--- src/inc/flash_cmd_consts.svh ---
`ifndef FLASH_CMD_CONSTS_SVH
`define FLASH_CMD_CONSTS_SVH

// Opcodes
`define OP_NOP 8'h00
`define OP_RESET_ARM 8'h66
`define OP_RESET_FIRE 8'h99
`define OP_LATCH_SET 8'h06
`define OP_LATCH_CLEAR 8'h04
`define OP_STD_ID 8'h9f
`define OP_SIGNATURE 8'hab
`define OP_MAKER_DEV_ID 8'h90
`define OP_PAGE_WRITE 8'h02
`define OP_QUAD_PAGE_WRITE 8'h38
`define OP_SECTOR_WIPE 8'h20
`define OP_HALF_BLOCK_WIPE 8'h52
`define OP_BLOCK_WIPE 8'hd8
`define OP_CHIP_WIPE 8'hc7
`define OP_STATUS_WRITE 8'h01
`define OP_SECURITY_WRITE 8'h2f
`define OP_PROTECT_SEL_WRITE 8'h68
`define OP_DEEP_POWERDOWN 8'hb9

// Identity values (arbitrary neutral values)
`define ID_MAKER 8'h5a
`define ID_TYPE 8'h11
`define ID_DENSITY 8'h22
`define ID_DEVICE 8'h33
`define ID_SIGNATURE 8'h33

// Maker/device ID read: dummy plus address bytes after the opcode
`define MDID_ADDR_BYTE 3'd3

// Wake delays in ns and cycles at 20 ns
`define CLK_PERIOD_NS 20
`define WAKE_ONE_NS 30000
`define WAKE_TWO_NS 30000
`define WAKE_ONE_CYC ((`WAKE_ONE_NS + `CLK_PERIOD_NS - 1) / `CLK_PERIOD_NS)
`define WAKE_TWO_CYC ((`WAKE_TWO_NS + `CLK_PERIOD_NS - 1) / `CLK_PERIOD_NS)

`endif

--- src/inc/flash_cmd_pkg.sv ---
`default_nettype none
package flash_cmd_pkg;
  typedef enum logic [2:0] {
    ST_OPCODE = 3'b000,
    ST_ADDR = 3'b001,
    ST_SHIFT_OUT = 3'b010,
    ST_IGNORE = 3'b011
  } frame_e;

  typedef enum logic [1:0] {
    PW_STANDBY = 2'b00,
    PW_DEEP = 2'b01,
    PW_WAKING = 2'b10
  } power_e;

  typedef struct packed {
    logic latch_cleared_by_cycle;
    logic wipe_or_write_start;
    logic mem_reset;
  } cmd_event_s;
endpackage
`default_nettype wire

--- src/hdl/id_rom.sv ---
`default_nettype none
`include "flash_cmd_consts.svh"
module id_rom (
  input wire logic core_clk,
  input wire logic reset,
  input wire logic [1:0] sel,
  output logic [7:0] rd_data
);
  wire [7:0] rom_word;
  assign rom_word = (sel == 2'd0) ? `ID_MAKER :
                    (sel == 2'd1) ? `ID_TYPE :
                    (sel == 2'd2) ? `ID_DENSITY : `ID_DEVICE;
  always_ff @(posedge core_clk or posedge reset) begin
    if (reset) rd_data <= 8'h00;
    else rd_data <= rom_word;
  end
endmodule // id_rom
`default_nettype wire

--- src/hdl/flash_cmd_decoder.sv ---
// Functional notes
// - Reset fires only right after reset arm
// - Other opcode between arm and fire cancels
// - Latch set opcode sets write latch flag
// - Eight clocks single, two clocks quad
// - Latch clear opcode clears write latch flag
// - Listed events clear write latch flag
// - Standard id read shifts 24 bits
// - Standard id read ignored while busy
// - Release waits first delay if deep
// - Reset pin low exits deep powerdown
// - Signature byte repeats while selected
// - Signature in deep waits second delay
// - Release/signature accepted in deep unless busy
// - Maker/device id after dummies, msb first
// - Address picks maker or device first
// - Maker/device codes alternate while selected
// - Writes ignored while latch flag clear
`default_nettype none
`include "flash_cmd_consts.svh"
module flash_cmd_decoder
  import flash_cmd_pkg::*;
#(
  parameter int WAKE_ONE_CYCLES = `WAKE_ONE_CYC,
  parameter int WAKE_TWO_CYCLES = `WAKE_TWO_CYC
) (
  input wire logic core_clk,
  input wire logic reset,
  input wire logic chip_sel_n,
  input wire logic sclk,
  input wire logic [3:0] data_in,
  input wire logic quad_command_mode,
  input wire logic hw_reset_n,
  input wire logic busy,
  input wire logic suspend,
  input wire logic op_done,
  output logic [3:0] data_out,
  output logic [3:0] data_oe,
  output logic write_latch_flag,
  output logic deep_powerdown,
  output logic standby,
  output logic mem_reset,
  output logic write_start,
  output logic [7:0] write_opcode
);
  //////////////////////////////////////////////////////////////////////////
  // Pin synchronisers
  logic cs_s1_q, cs_s2_q;
  logic ck_s1_q, ck_s2_q;
  logic [3:0] din_s1_q, din_s2_q;
  logic rst_s1_q, rst_s2_q;
  logic ck_prev_q, cs_prev_q;
  always_ff @(posedge core_clk or posedge reset) begin
    if (reset) begin
      cs_s1_q <= 1'b1;
      cs_s2_q <= 1'b1;
      ck_s1_q <= 1'b0;
      ck_s2_q <= 1'b0;
      din_s1_q <= 4'h0;
      din_s2_q <= 4'h0;
      rst_s1_q <= 1'b1;
      rst_s2_q <= 1'b1;
      ck_prev_q <= 1'b0;
      cs_prev_q <= 1'b1;
    end else begin
      cs_s1_q <= chip_sel_n;
      cs_s2_q <= cs_s1_q;
      ck_s1_q <= sclk;
      ck_s2_q <= ck_s1_q;
      din_s1_q <= data_in;
      din_s2_q <= din_s1_q;
      rst_s1_q <= hw_reset_n;
      rst_s2_q <= rst_s1_q;
      ck_prev_q <= ck_s2_q;
      cs_prev_q <= cs_s2_q;
    end
  end

  wire cs_low = ~cs_s2_q;
  wire ck_rise = ck_s2_q & ~ck_prev_q & cs_low;
  wire ck_fall = ~ck_s2_q & ck_prev_q & cs_low;
  wire cs_rise = cs_s2_q & ~cs_prev_q;
  wire pin_reset = ~rst_s2_q;

  //////////////////////////////////////////////////////////////////////////
  // Opcode and address shifting
  frame_e frame_q, frame_d;
  logic [7:0] shift_q, opcode_q;
  logic [2:0] bit_cnt_q;
  logic [2:0] byte_cnt_q;
  logic [7:0] addr_q;
  logic quad_q;

  function automatic logic [7:0] shift_in(input logic [7:0] cur,
                                          input logic [3:0] lines,
                                          input logic quad);
    if (quad) shift_in = {cur[3:0], lines};
    else shift_in = {cur[6:0], lines[0]};
  endfunction

  // Upper lines are ignored in single-line mode
  wire [7:0] shift_nx = shift_in(shift_q, din_s2_q, quad_q);
  wire [2:0] last_bit = quad_q ? 3'd1 : 3'd7;
  wire byte_done = ck_rise & (bit_cnt_q == last_bit);

  wire is_write_op = (shift_nx == `OP_PAGE_WRITE) ||
                     (shift_nx == `OP_QUAD_PAGE_WRITE) ||
                     (shift_nx == `OP_SECTOR_WIPE) ||
                     (shift_nx == `OP_HALF_BLOCK_WIPE) ||
                     (shift_nx == `OP_BLOCK_WIPE) ||
                     (shift_nx == `OP_CHIP_WIPE) ||
                     (shift_nx == `OP_STATUS_WRITE) ||
                     (shift_nx == `OP_SECURITY_WRITE) ||
                     (shift_nx == `OP_PROTECT_SEL_WRITE);

  power_e power_q, power_d;
  wire in_deep = (power_q == PW_DEEP);
  // Deep state only lets the signature opcode through, and never when busy
  wire wake_op = (shift_nx == `OP_SIGNATURE);
  wire op_ok = in_deep ? (wake_op & ~busy) : 1'b1;
  wire op_take = byte_done & (frame_q == ST_OPCODE) & op_ok;

  wire take_std_id = op_take & (shift_nx == `OP_STD_ID) & ~busy &
                     ~quad_q;
  wire take_sig = op_take & (shift_nx == `OP_SIGNATURE);
  wire take_mdid = op_take & (shift_nx == `OP_MAKER_DEV_ID) & ~quad_q;
  wire take_write = op_take & is_write_op & write_latch_flag;

  always_comb begin
    frame_d = frame_q;
    case (frame_q)
      ST_OPCODE: begin
        if (byte_done) begin
          if (take_std_id | take_sig) frame_d = ST_SHIFT_OUT;
          else if (take_mdid) frame_d = ST_ADDR;
          else frame_d = ST_IGNORE;
        end
      end
      ST_ADDR: begin
        if (byte_done && byte_cnt_q == `MDID_ADDR_BYTE - 3'd1)
          frame_d = ST_SHIFT_OUT;
      end
      ST_SHIFT_OUT: frame_d = ST_SHIFT_OUT;
      ST_IGNORE: frame_d = ST_IGNORE;
      default: frame_d = ST_IGNORE;
    endcase
    if (!cs_low) frame_d = ST_OPCODE;
  end

  always_ff @(posedge core_clk or posedge reset) begin
    if (reset) begin
      frame_q <= ST_OPCODE;
      shift_q <= 8'h00;
      bit_cnt_q <= 3'd0;
      byte_cnt_q <= 3'd0;
      addr_q <= 8'h00;
      opcode_q <= 8'h00;
      quad_q <= 1'b0;
    end else begin
      frame_q <= frame_d;
      if (!cs_low) begin
        bit_cnt_q <= 3'd0;
        byte_cnt_q <= 3'd0;
        quad_q <= quad_command_mode;
      end else if (ck_rise) begin
        shift_q <= shift_nx;
        bit_cnt_q <= byte_done ? 3'd0 : bit_cnt_q + 3'd1;
        if (byte_done && frame_q == ST_ADDR) begin
          byte_cnt_q <= byte_cnt_q + 3'd1;
          addr_q <= shift_nx;
        end
        if (byte_done && frame_q == ST_OPCODE) opcode_q <= shift_nx;
      end
    end
  end

  //////////////////////////////////////////////////////////////////////////
  // Reset pairing and write latch
  logic armed_q;
  wire op_arm = op_take & (shift_nx == `OP_RESET_ARM);
  wire op_fire = op_take & (shift_nx == `OP_RESET_FIRE);
  // Any completed opcode other than the arm cancels the pending arm
  always_ff @(posedge core_clk or posedge reset) begin
    if (reset) armed_q <= 1'b0;
    else if (op_arm) armed_q <= 1'b1;
    else if (op_take) armed_q <= 1'b0;
  end
  wire fire_ok = op_fire & armed_q;

  // Latch set, latch clear and reset fire act on chip select rising after exactly one byte
  logic pend_set_q, pend_clr_q, pend_fire_q;
  always_ff @(posedge core_clk or posedge reset) begin
    if (reset) begin
      pend_set_q <= 1'b0;
      pend_clr_q <= 1'b0;
      pend_fire_q <= 1'b0;
    end else if (!cs_low) begin
      pend_set_q <= 1'b0;
      pend_clr_q <= 1'b0;
      pend_fire_q <= 1'b0;
    end else if (op_take) begin
      pend_set_q <= (shift_nx == `OP_LATCH_SET);
      pend_clr_q <= (shift_nx == `OP_LATCH_CLEAR);
      pend_fire_q <= fire_ok;
    end else if (ck_rise) begin
      pend_set_q <= 1'b0;
      pend_clr_q <= 1'b0;
      pend_fire_q <= 1'b0;
    end
  end

  wire do_set = cs_rise & pend_set_q;
  wire do_fire = cs_rise & pend_fire_q;
  wire latch_clr = (cs_rise & pend_clr_q) | do_fire | pin_reset |
                   suspend | op_done;
  logic wlf_q;
  always_ff @(posedge core_clk or posedge reset) begin
    if (reset) wlf_q <= 1'b0;
    else if (latch_clr) wlf_q <= 1'b0;
    else if (do_set) wlf_q <= 1'b1;
  end

  //////////////////////////////////////////////////////////////////////////
  // Deep powerdown and wake delays
  logic [31:0] wake_cnt_q;
  wire op_dp = op_take & (shift_nx == `OP_DEEP_POWERDOWN) & ~busy;
  logic pend_dp_q, pend_wake_q;
  always_ff @(posedge core_clk or posedge reset) begin
    if (reset) begin
      pend_dp_q <= 1'b0;
      pend_wake_q <= 1'b0;
    end else if (!cs_low) begin
      pend_dp_q <= 1'b0;
      pend_wake_q <= 1'b0;
    end else if (op_take) begin
      pend_dp_q <= op_dp;
      pend_wake_q <= in_deep & wake_op;
    end
  end
  // Release without readout uses the first delay, a readout the second
  // The trailing clock after the opcode alone does not count as a readout
  logic sig_seen_q;
  wire wake_sig = (frame_q == ST_SHIFT_OUT) & sig_seen_q;
  always_comb begin
    power_d = power_q;
    case (power_q)
      PW_STANDBY: if (cs_rise && pend_dp_q) power_d = PW_DEEP;
      PW_DEEP: if (cs_rise && pend_wake_q) power_d = PW_WAKING;
      PW_WAKING: if (wake_cnt_q == 32'd0) power_d = PW_STANDBY;
      default: power_d = PW_STANDBY;
    endcase
    if (pin_reset) power_d = PW_STANDBY;
  end
  always_ff @(posedge core_clk or posedge reset) begin
    if (reset) begin
      power_q <= PW_STANDBY;
      wake_cnt_q <= 32'd0;
    end else begin
      power_q <= power_d;
      if (power_q == PW_DEEP && power_d == PW_WAKING)
        wake_cnt_q <= wake_sig ? 32'(WAKE_TWO_CYCLES - 1)
                               : 32'(WAKE_ONE_CYCLES - 1);
      else if (wake_cnt_q != 32'd0)
        wake_cnt_q <= wake_cnt_q - 32'd1;
    end
  end

  //////////////////////////////////////////////////////////////////////////
  // Identification output
  logic [4:0] out_bit_q;
  logic [1:0] rom_sel_q;
  logic [7:0] out_byte_q;
  logic out_active_q;
  wire [7:0] rom_data;
  id_rom u_id_rom (
    .core_clk(core_clk),
    .reset(reset),
    .sel(rom_sel_q),
    .rd_data(rom_data)
  );
  wire [2:0] out_pos = 3'(out_bit_q);
  wire maker_first = (addr_q[0] == 1'b0);
  wire out_cmd_std = (opcode_q == `OP_STD_ID);
  wire out_cmd_mdid = (opcode_q == `OP_MAKER_DEV_ID);
  // Byte index inside the repeating pattern
  wire [1:0] byte_idx = 2'(out_bit_q >> 3);
  wire mdid_dev = byte_idx[0] ^ ~maker_first;
  always_ff @(posedge core_clk or posedge reset) begin
    if (reset) begin
      out_bit_q <= 5'd0;
      rom_sel_q <= 2'd0;
      out_active_q <= 1'b0;
      sig_seen_q <= 1'b0;
    end else if (frame_q != ST_SHIFT_OUT) begin
      out_bit_q <= 5'd0;
      out_active_q <= 1'b0;
      sig_seen_q <= 1'b0;
      rom_sel_q <= (take_sig | (frame_q == ST_ADDR & ~maker_first)) ?
                   2'd3 : 2'd0;
    end else if (ck_fall) begin
      out_active_q <= 1'b1;
      sig_seen_q <= sig_seen_q | out_active_q;
      if (out_active_q)
        out_bit_q <= (out_cmd_std && out_bit_q == 5'd23) ? 5'd0 :
                     5'(out_bit_q + 5'd1);
    end else if (out_cmd_std) begin
      rom_sel_q <= byte_idx;
    end else if (out_cmd_mdid) begin
      rom_sel_q <= mdid_dev ? 2'd3 : 2'd0;
    end else begin
      rom_sel_q <= 2'd3;
    end
  end
  // Msb first, driven on the serial clock falling edge
  wire out_bit = rom_data[3'd7 - out_pos];

  //////////////////////////////////////////////////////////////////////////
  // Output registers
  always_ff @(posedge core_clk or posedge reset) begin
    if (reset) begin
      data_out <= 4'h0;
      data_oe <= 4'h0;
      write_latch_flag <= 1'b0;
      deep_powerdown <= 1'b0;
      standby <= 1'b1;
      mem_reset <= 1'b0;
      write_start <= 1'b0;
      write_opcode <= 8'h00;
    end else begin
      // Id bits leave on the second data line, as in the wide modes
      data_out <= {2'b00, out_bit, 1'b0};
      data_oe <= {2'b00, (frame_q == ST_SHIFT_OUT) & out_active_q &
                  cs_low, 1'b0};
      write_latch_flag <= wlf_q;
      deep_powerdown <= (power_q == PW_DEEP);
      standby <= (power_q == PW_STANDBY);
      mem_reset <= do_fire;
      write_start <= take_write;
      if (take_write) write_opcode <= shift_nx;
    end
  end
endmodule // flash_cmd_decoder
`default_nettype wire

--- config.mk ---
export PLATFORM = sky130hd
export DESIGN_NAME = flash_cmd_decoder
export DESIGN_NICKNAME = d
export VERILOG_FILES = /design/src/inc/flash_cmd_pkg.sv /design/src/hdl/id_rom.sv /design/src/hdl/flash_cmd_decoder.sv
export VERILOG_INCLUDE_DIRS = /design/src /design/src/inc
export SDC_FILE = /design/constraint.sdc
export NUM_CORES = 1
export LEC_CHECK = 0
export BUFFER_PORTS_ARGS = -buffer_cell sky130_fd_sc_hd__buf_2
export CORE_MARGIN = 2
export CORE_UTILIZATION = 40
export DETAILED_ROUTE_END_ITERATION = 10
export GPL_TIMING_DRIVEN = 1
export SYNTH_ARGS = -nofsm -noshare
export SYNTH_HDL_FRONTEND = slang
export SYNTH_SLANG_ARGS = --single-unit
--- constraint.sdc ---
create_clock -name core_clk -period 4.4 [get_ports core_clk]
set_clock_uncertainty 0.05 [all_clocks]
set_input_delay 0.88 -clock core_clk [delete_from_list [all_inputs] [get_ports core_clk]]
set_output_delay 0.88 -clock core_clk [all_outputs]
set_load 0.01 [all_outputs]
==> run summary <==
RUN STATUS
------------------------------------------------------------------------------------------------------
Run status                                                                                finished clean

CLOCK TREE
------------------------------------------------------------------------------------------------------
H-tree level count                                                                                   3
CTS tree                                                                                         built
Clk root buf                                                                              sky130_fd_sc_hd__clkbuf_16
Setup fix buffers added after clock tree synthesis                                                   0
Number of resized instances in the post-cts repair step                                              0
CTS buffer count                                                                                     9
Clock transition at the register clock pins on the worst setup and hold paths after CTS        0.07 ns
TritonCTS sink count                                                                               110
Buffer levels on the longest clock path                                                              2
Hold buffer count at CTS                                                                             0
Clock latency reported for the late side of the worst-skew pair                                0.35 ns

STA
------------------------------------------------------------------------------------------------------
Final worst-path cycle share                                                                     83.2%
Worst-margin pin slew                                                                         0.954 ns
Fmax                                                                                           273 MHz
Setup Total Neg Slack                                                                             0 ns
Hold slack                                                                                    0.300 ns
Slew HR                                                                                          36.4%
Final Slew Violations                                                                                0
Total setup violations reported at the end of the flow                                               0
Post-route minimum period                                                                      3.66 ns
RSZ-0062 raised after global routing                                                             false
Final hold violations                                                                                0

SETUP PATH
------------------------------------------------------------------------------------------------------
CP arrival                                                                                     3.85 ns
Category of the worst setup path launch point                                                 register
Max Fanout on Critical Path                                                                         25
Critical path class                                                                       register to register
Register-to-Register Path Depth                                                                      6
Type of element capturing the critical path                                                   register
WP data required                                                                               4.59 ns

POWER
------------------------------------------------------------------------------------------------------
Static Leak                                                                                    2.63 nW
Cell-internal power                                                                            1.67 mW
Part of the total power dissipated in sequential elements                                        50.8%
Clock group share of total power                                                                 36.1%
NetSw                                                                                         0.656 mW
Switching Share                                                                                  28.2%
Pwr Density                                                                                 402 mW/mm²
Maximum ir drop on the vdd rail                                                               0.266 mV
Combinational share of power                                                                     13.1%

WORST HOLD PATH
------------------------------------------------------------------------------------------------------
Number of cells on the worst hold path                                                               0
Class of the most critical hold timing path                                               register to register

SYNTH
------------------------------------------------------------------------------------------------------
Post-synth EDFFs                                                                                     0
Sequential area share after synthesis                                                            52.8%
Number of unique standard cell types used by synthesis                                              60
Commonest register cell after synthesis                                                   sky130_fd_sc_hd__dfrtp_1
Cell with the most instances after synthesis                                              sky130_fd_sc_hd__dfrtp_1
Most used standard cells in the synthesized netlist                                       104 x sky130_fd_sc_hd__dfrtp_1, 60 x sky130_fd_sc_hd__nor2_1, 42 x sky130_fd_sc_hd__nand2_1
Synthesized flop and latch total                                                                   110
Yosys top cell area share                                                                        49.7%
Fraction of registers with async set/reset                                                        100%
Synth Warn #                                                                                         0
Post-synth top area cell                                                                  sky130_fd_sc_hd__dfrtp_1
Number of instances in the synthesized netlist                                                     514
Mean instance size in the synthesized netlist                                                 10.2 µm²
Leading cell types by total area after synthesis                                          sky130_fd_sc_hd__dfrtp_1 50%, sky130_fd_sc_hd__nor2_1 4.3%, sky130_fd_sc_hd__xnor2_1 4.0%
Post-synth design cell area                                                                0.00523 mm²

GRT
------------------------------------------------------------------------------------------------------
Antenna violations before repair                                                                     0
First-pass GRT wire length                                                                     18.4 mm
Maximum number of pins on one net before global-route repair                                        47
Number of global-route vias before repair                                                        3,714
GRT Resource Usage Total                                                                         16.2%
Leftover overflow at the end of global routing                                                       0

PLACED DESIGN
------------------------------------------------------------------------------------------------------
Number of buffers added on ports                                                                    27
Count of placed standard cells including taps                                                      694
HPWL reported at the end of detailed placement                                                 7.18 mm
Post-detailed-placement cell area                                                          0.00549 mm²
Weighted congestion reported at the end of routability-driven placement                          0.898

ROUTING
------------------------------------------------------------------------------------------------------
Count of unresolved DRC violations after routing                                                     0
DR iter-0 viols                                                                                    208
Vias per std cell                                                                                 5.33
Wirelength, routed                                                                             10.6 mm
First-pass iteration count of the detailed router                                                    5
Vias                                                                                             3,781
Routed wirelength normalized by instance count                                                 14.9 µm
Routed Antenna Nets                                                                                  0

LAYOUT
------------------------------------------------------------------------------------------------------
Total non-filler cell area in the finished layout                                          0.00580 mm²
Final net count                                                                                    555
Final standard cell count with taps included and fillers excluded                                  710
Post-synthesis to final-layout area growth                                                       10.8%
Number of antenna diodes                                                                             0
Fraction of final layout cells sized beyond drive strength 1                                     12.3%
Fillcell total                                                                                   1,199

FLOORPLANNING
------------------------------------------------------------------------------------------------------
Starting density of the core                                                                     41.3%
Count of standard-cell rows                                                                         41
Die height                                                                                      118 µm
Total Die Area                                                                              0.0140 mm²
Horizontal die dimension                                                                        118 µm
Core Footprint                                                                              0.0127 mm²
Number of I/O pins                                                                                  34

FLOW RUN
------------------------------------------------------------------------------------------------------
Max-Cap Viols                                                                                        0

-- stage by stage --
stage | util [%] | power, mW | setup WS [ns]
global placement | 43.3 | 1.50 | 0.871
detailed placement | 43.3 | 1.51 | 0.769
global route | 45.7 | 2.46 | 0.423
finish | 45.7 | 2.33 | 0.739
CTS | 45.7 | 2.36 | 0.758
floorplan | - | 1.43 | 0.578
-- cell families (layout without fill, tap and decap cells) --
group	count (synthesis)	count (layout)	synth area share (%)
flip-flops	110	110	52.8
other	1	6	0.0717
AO/OA/AOI/OAI	77	77	9.76
adder cells (fa/ha/maj)	9	9	2.15
buffers and inverters	49	68	4.16
multiplexers	20	20	4.07
XOR/XNOR	36	36	6.03
AND/OR/NAND/NOR	212	212	21.0
-- final cells by class --
class	count	area (µm²)	area share (%)
multi-input cells	360	2270	39.2
clock inverters	7	81.3	1.40
flip-flops and latches	110	2760	47.6
repair buffers	30	158	2.72
inverters	22	85.1	1.47
clock buffers	9	225	3.89
well taps	172	215	3.71
-- power groups by stage --
| stage | registers, mW | logic (mW) | clock network [mW] |
|---|---|---|---|
| after floorplan | 1.17 | 0.262 | 0 |
| after global placement | 1.20 | 0.301 | 0 |
| after detailed placement | 1.20 | 0.306 | 0 |
| after CTS | 1.18 | 0.308 | 0.866 |
| after global routing | 1.20 | 0.349 | 0.909 |
| final | 1.18 | 0.306 | 0.841 |
-- worst paths after layout --
path	end	startpoint	slack, ns
worst max-delay path	write_opcode[7]	quad_q	0.74
worst min-delay path	din_s2_q[0]	din_s1_q[0]	0.30
worst max register to register	write_opcode[7]	quad_q	0.74
worst min register to register	din_s2_q[0]	din_s1_q[0]	0.30
max in group asynchronous	din_s1_q[2]	reset	2.90
min in group asynchronous	rom_sel_q[1]	reset	0.54
-- metal layers --
layer  part of all wire (%)  GRT usage, %  wire [µm]  vias up
met2                     46          24.9       4890       94
li1                       -             -          -     1818
met5                      0             0          0        -
met4                    2.2          7.08        234        0
met3                    4.1          2.99        432       19
met1                     48          22.3       5050     1850
-- layout by cell type, fill, tap and decap left out, types with 13 or more instances in the layout --
cell type,netlist,layout
sky130_fd_sc_hd__nand2_1,42,42
sky130_fd_sc_hd__dfrtp_1,104,104
sky130_fd_sc_hd__o21ai_0,25,25
sky130_fd_sc_hd__nand3_1,15,15
sky130_fd_sc_hd__mux2i_1,13,13
sky130_fd_sc_hd__nor2_1,60,60
sky130_fd_sc_hd__a21oi_1,21,21
sky130_fd_sc_hd__buf_2,3,27
sky130_fd_sc_hd__xnor2_1,24,24
sky130_fd_sc_hd__inv_1,22,21
sky130_fd_sc_hd__nor3_1,22,22
-- state kept, by name (all words and copies together) (netlist names), 2 cells and up --
register	flops
byte_cnt_q	3
din_s1_q	4
rom_sel_q	2
power_q	2
shift_q	7
wake_cnt_q	32
din_s2_q	4
bit_cnt_q	3
out_bit_q	5
frame_q	2
opcode_q	8
u_id_rom.rd_data	5
write_opcode	8
-- critical path, stage by stage, from the launching register on --
cell                        delay, ns
sky130_fd_sc_hd__dfrtp_1         0.89
sky130_fd_sc_hd__or3b_1          0.46
sky130_fd_sc_hd__a2111oi_4       0.43
sky130_fd_sc_hd__nand2_1         0.41
sky130_fd_sc_hd__or2_0           0.44
sky130_fd_sc_hd__a211oi_4        0.51
sky130_fd_sc_hd__mux2_4          0.35
(Power assumes the default switching activity.)
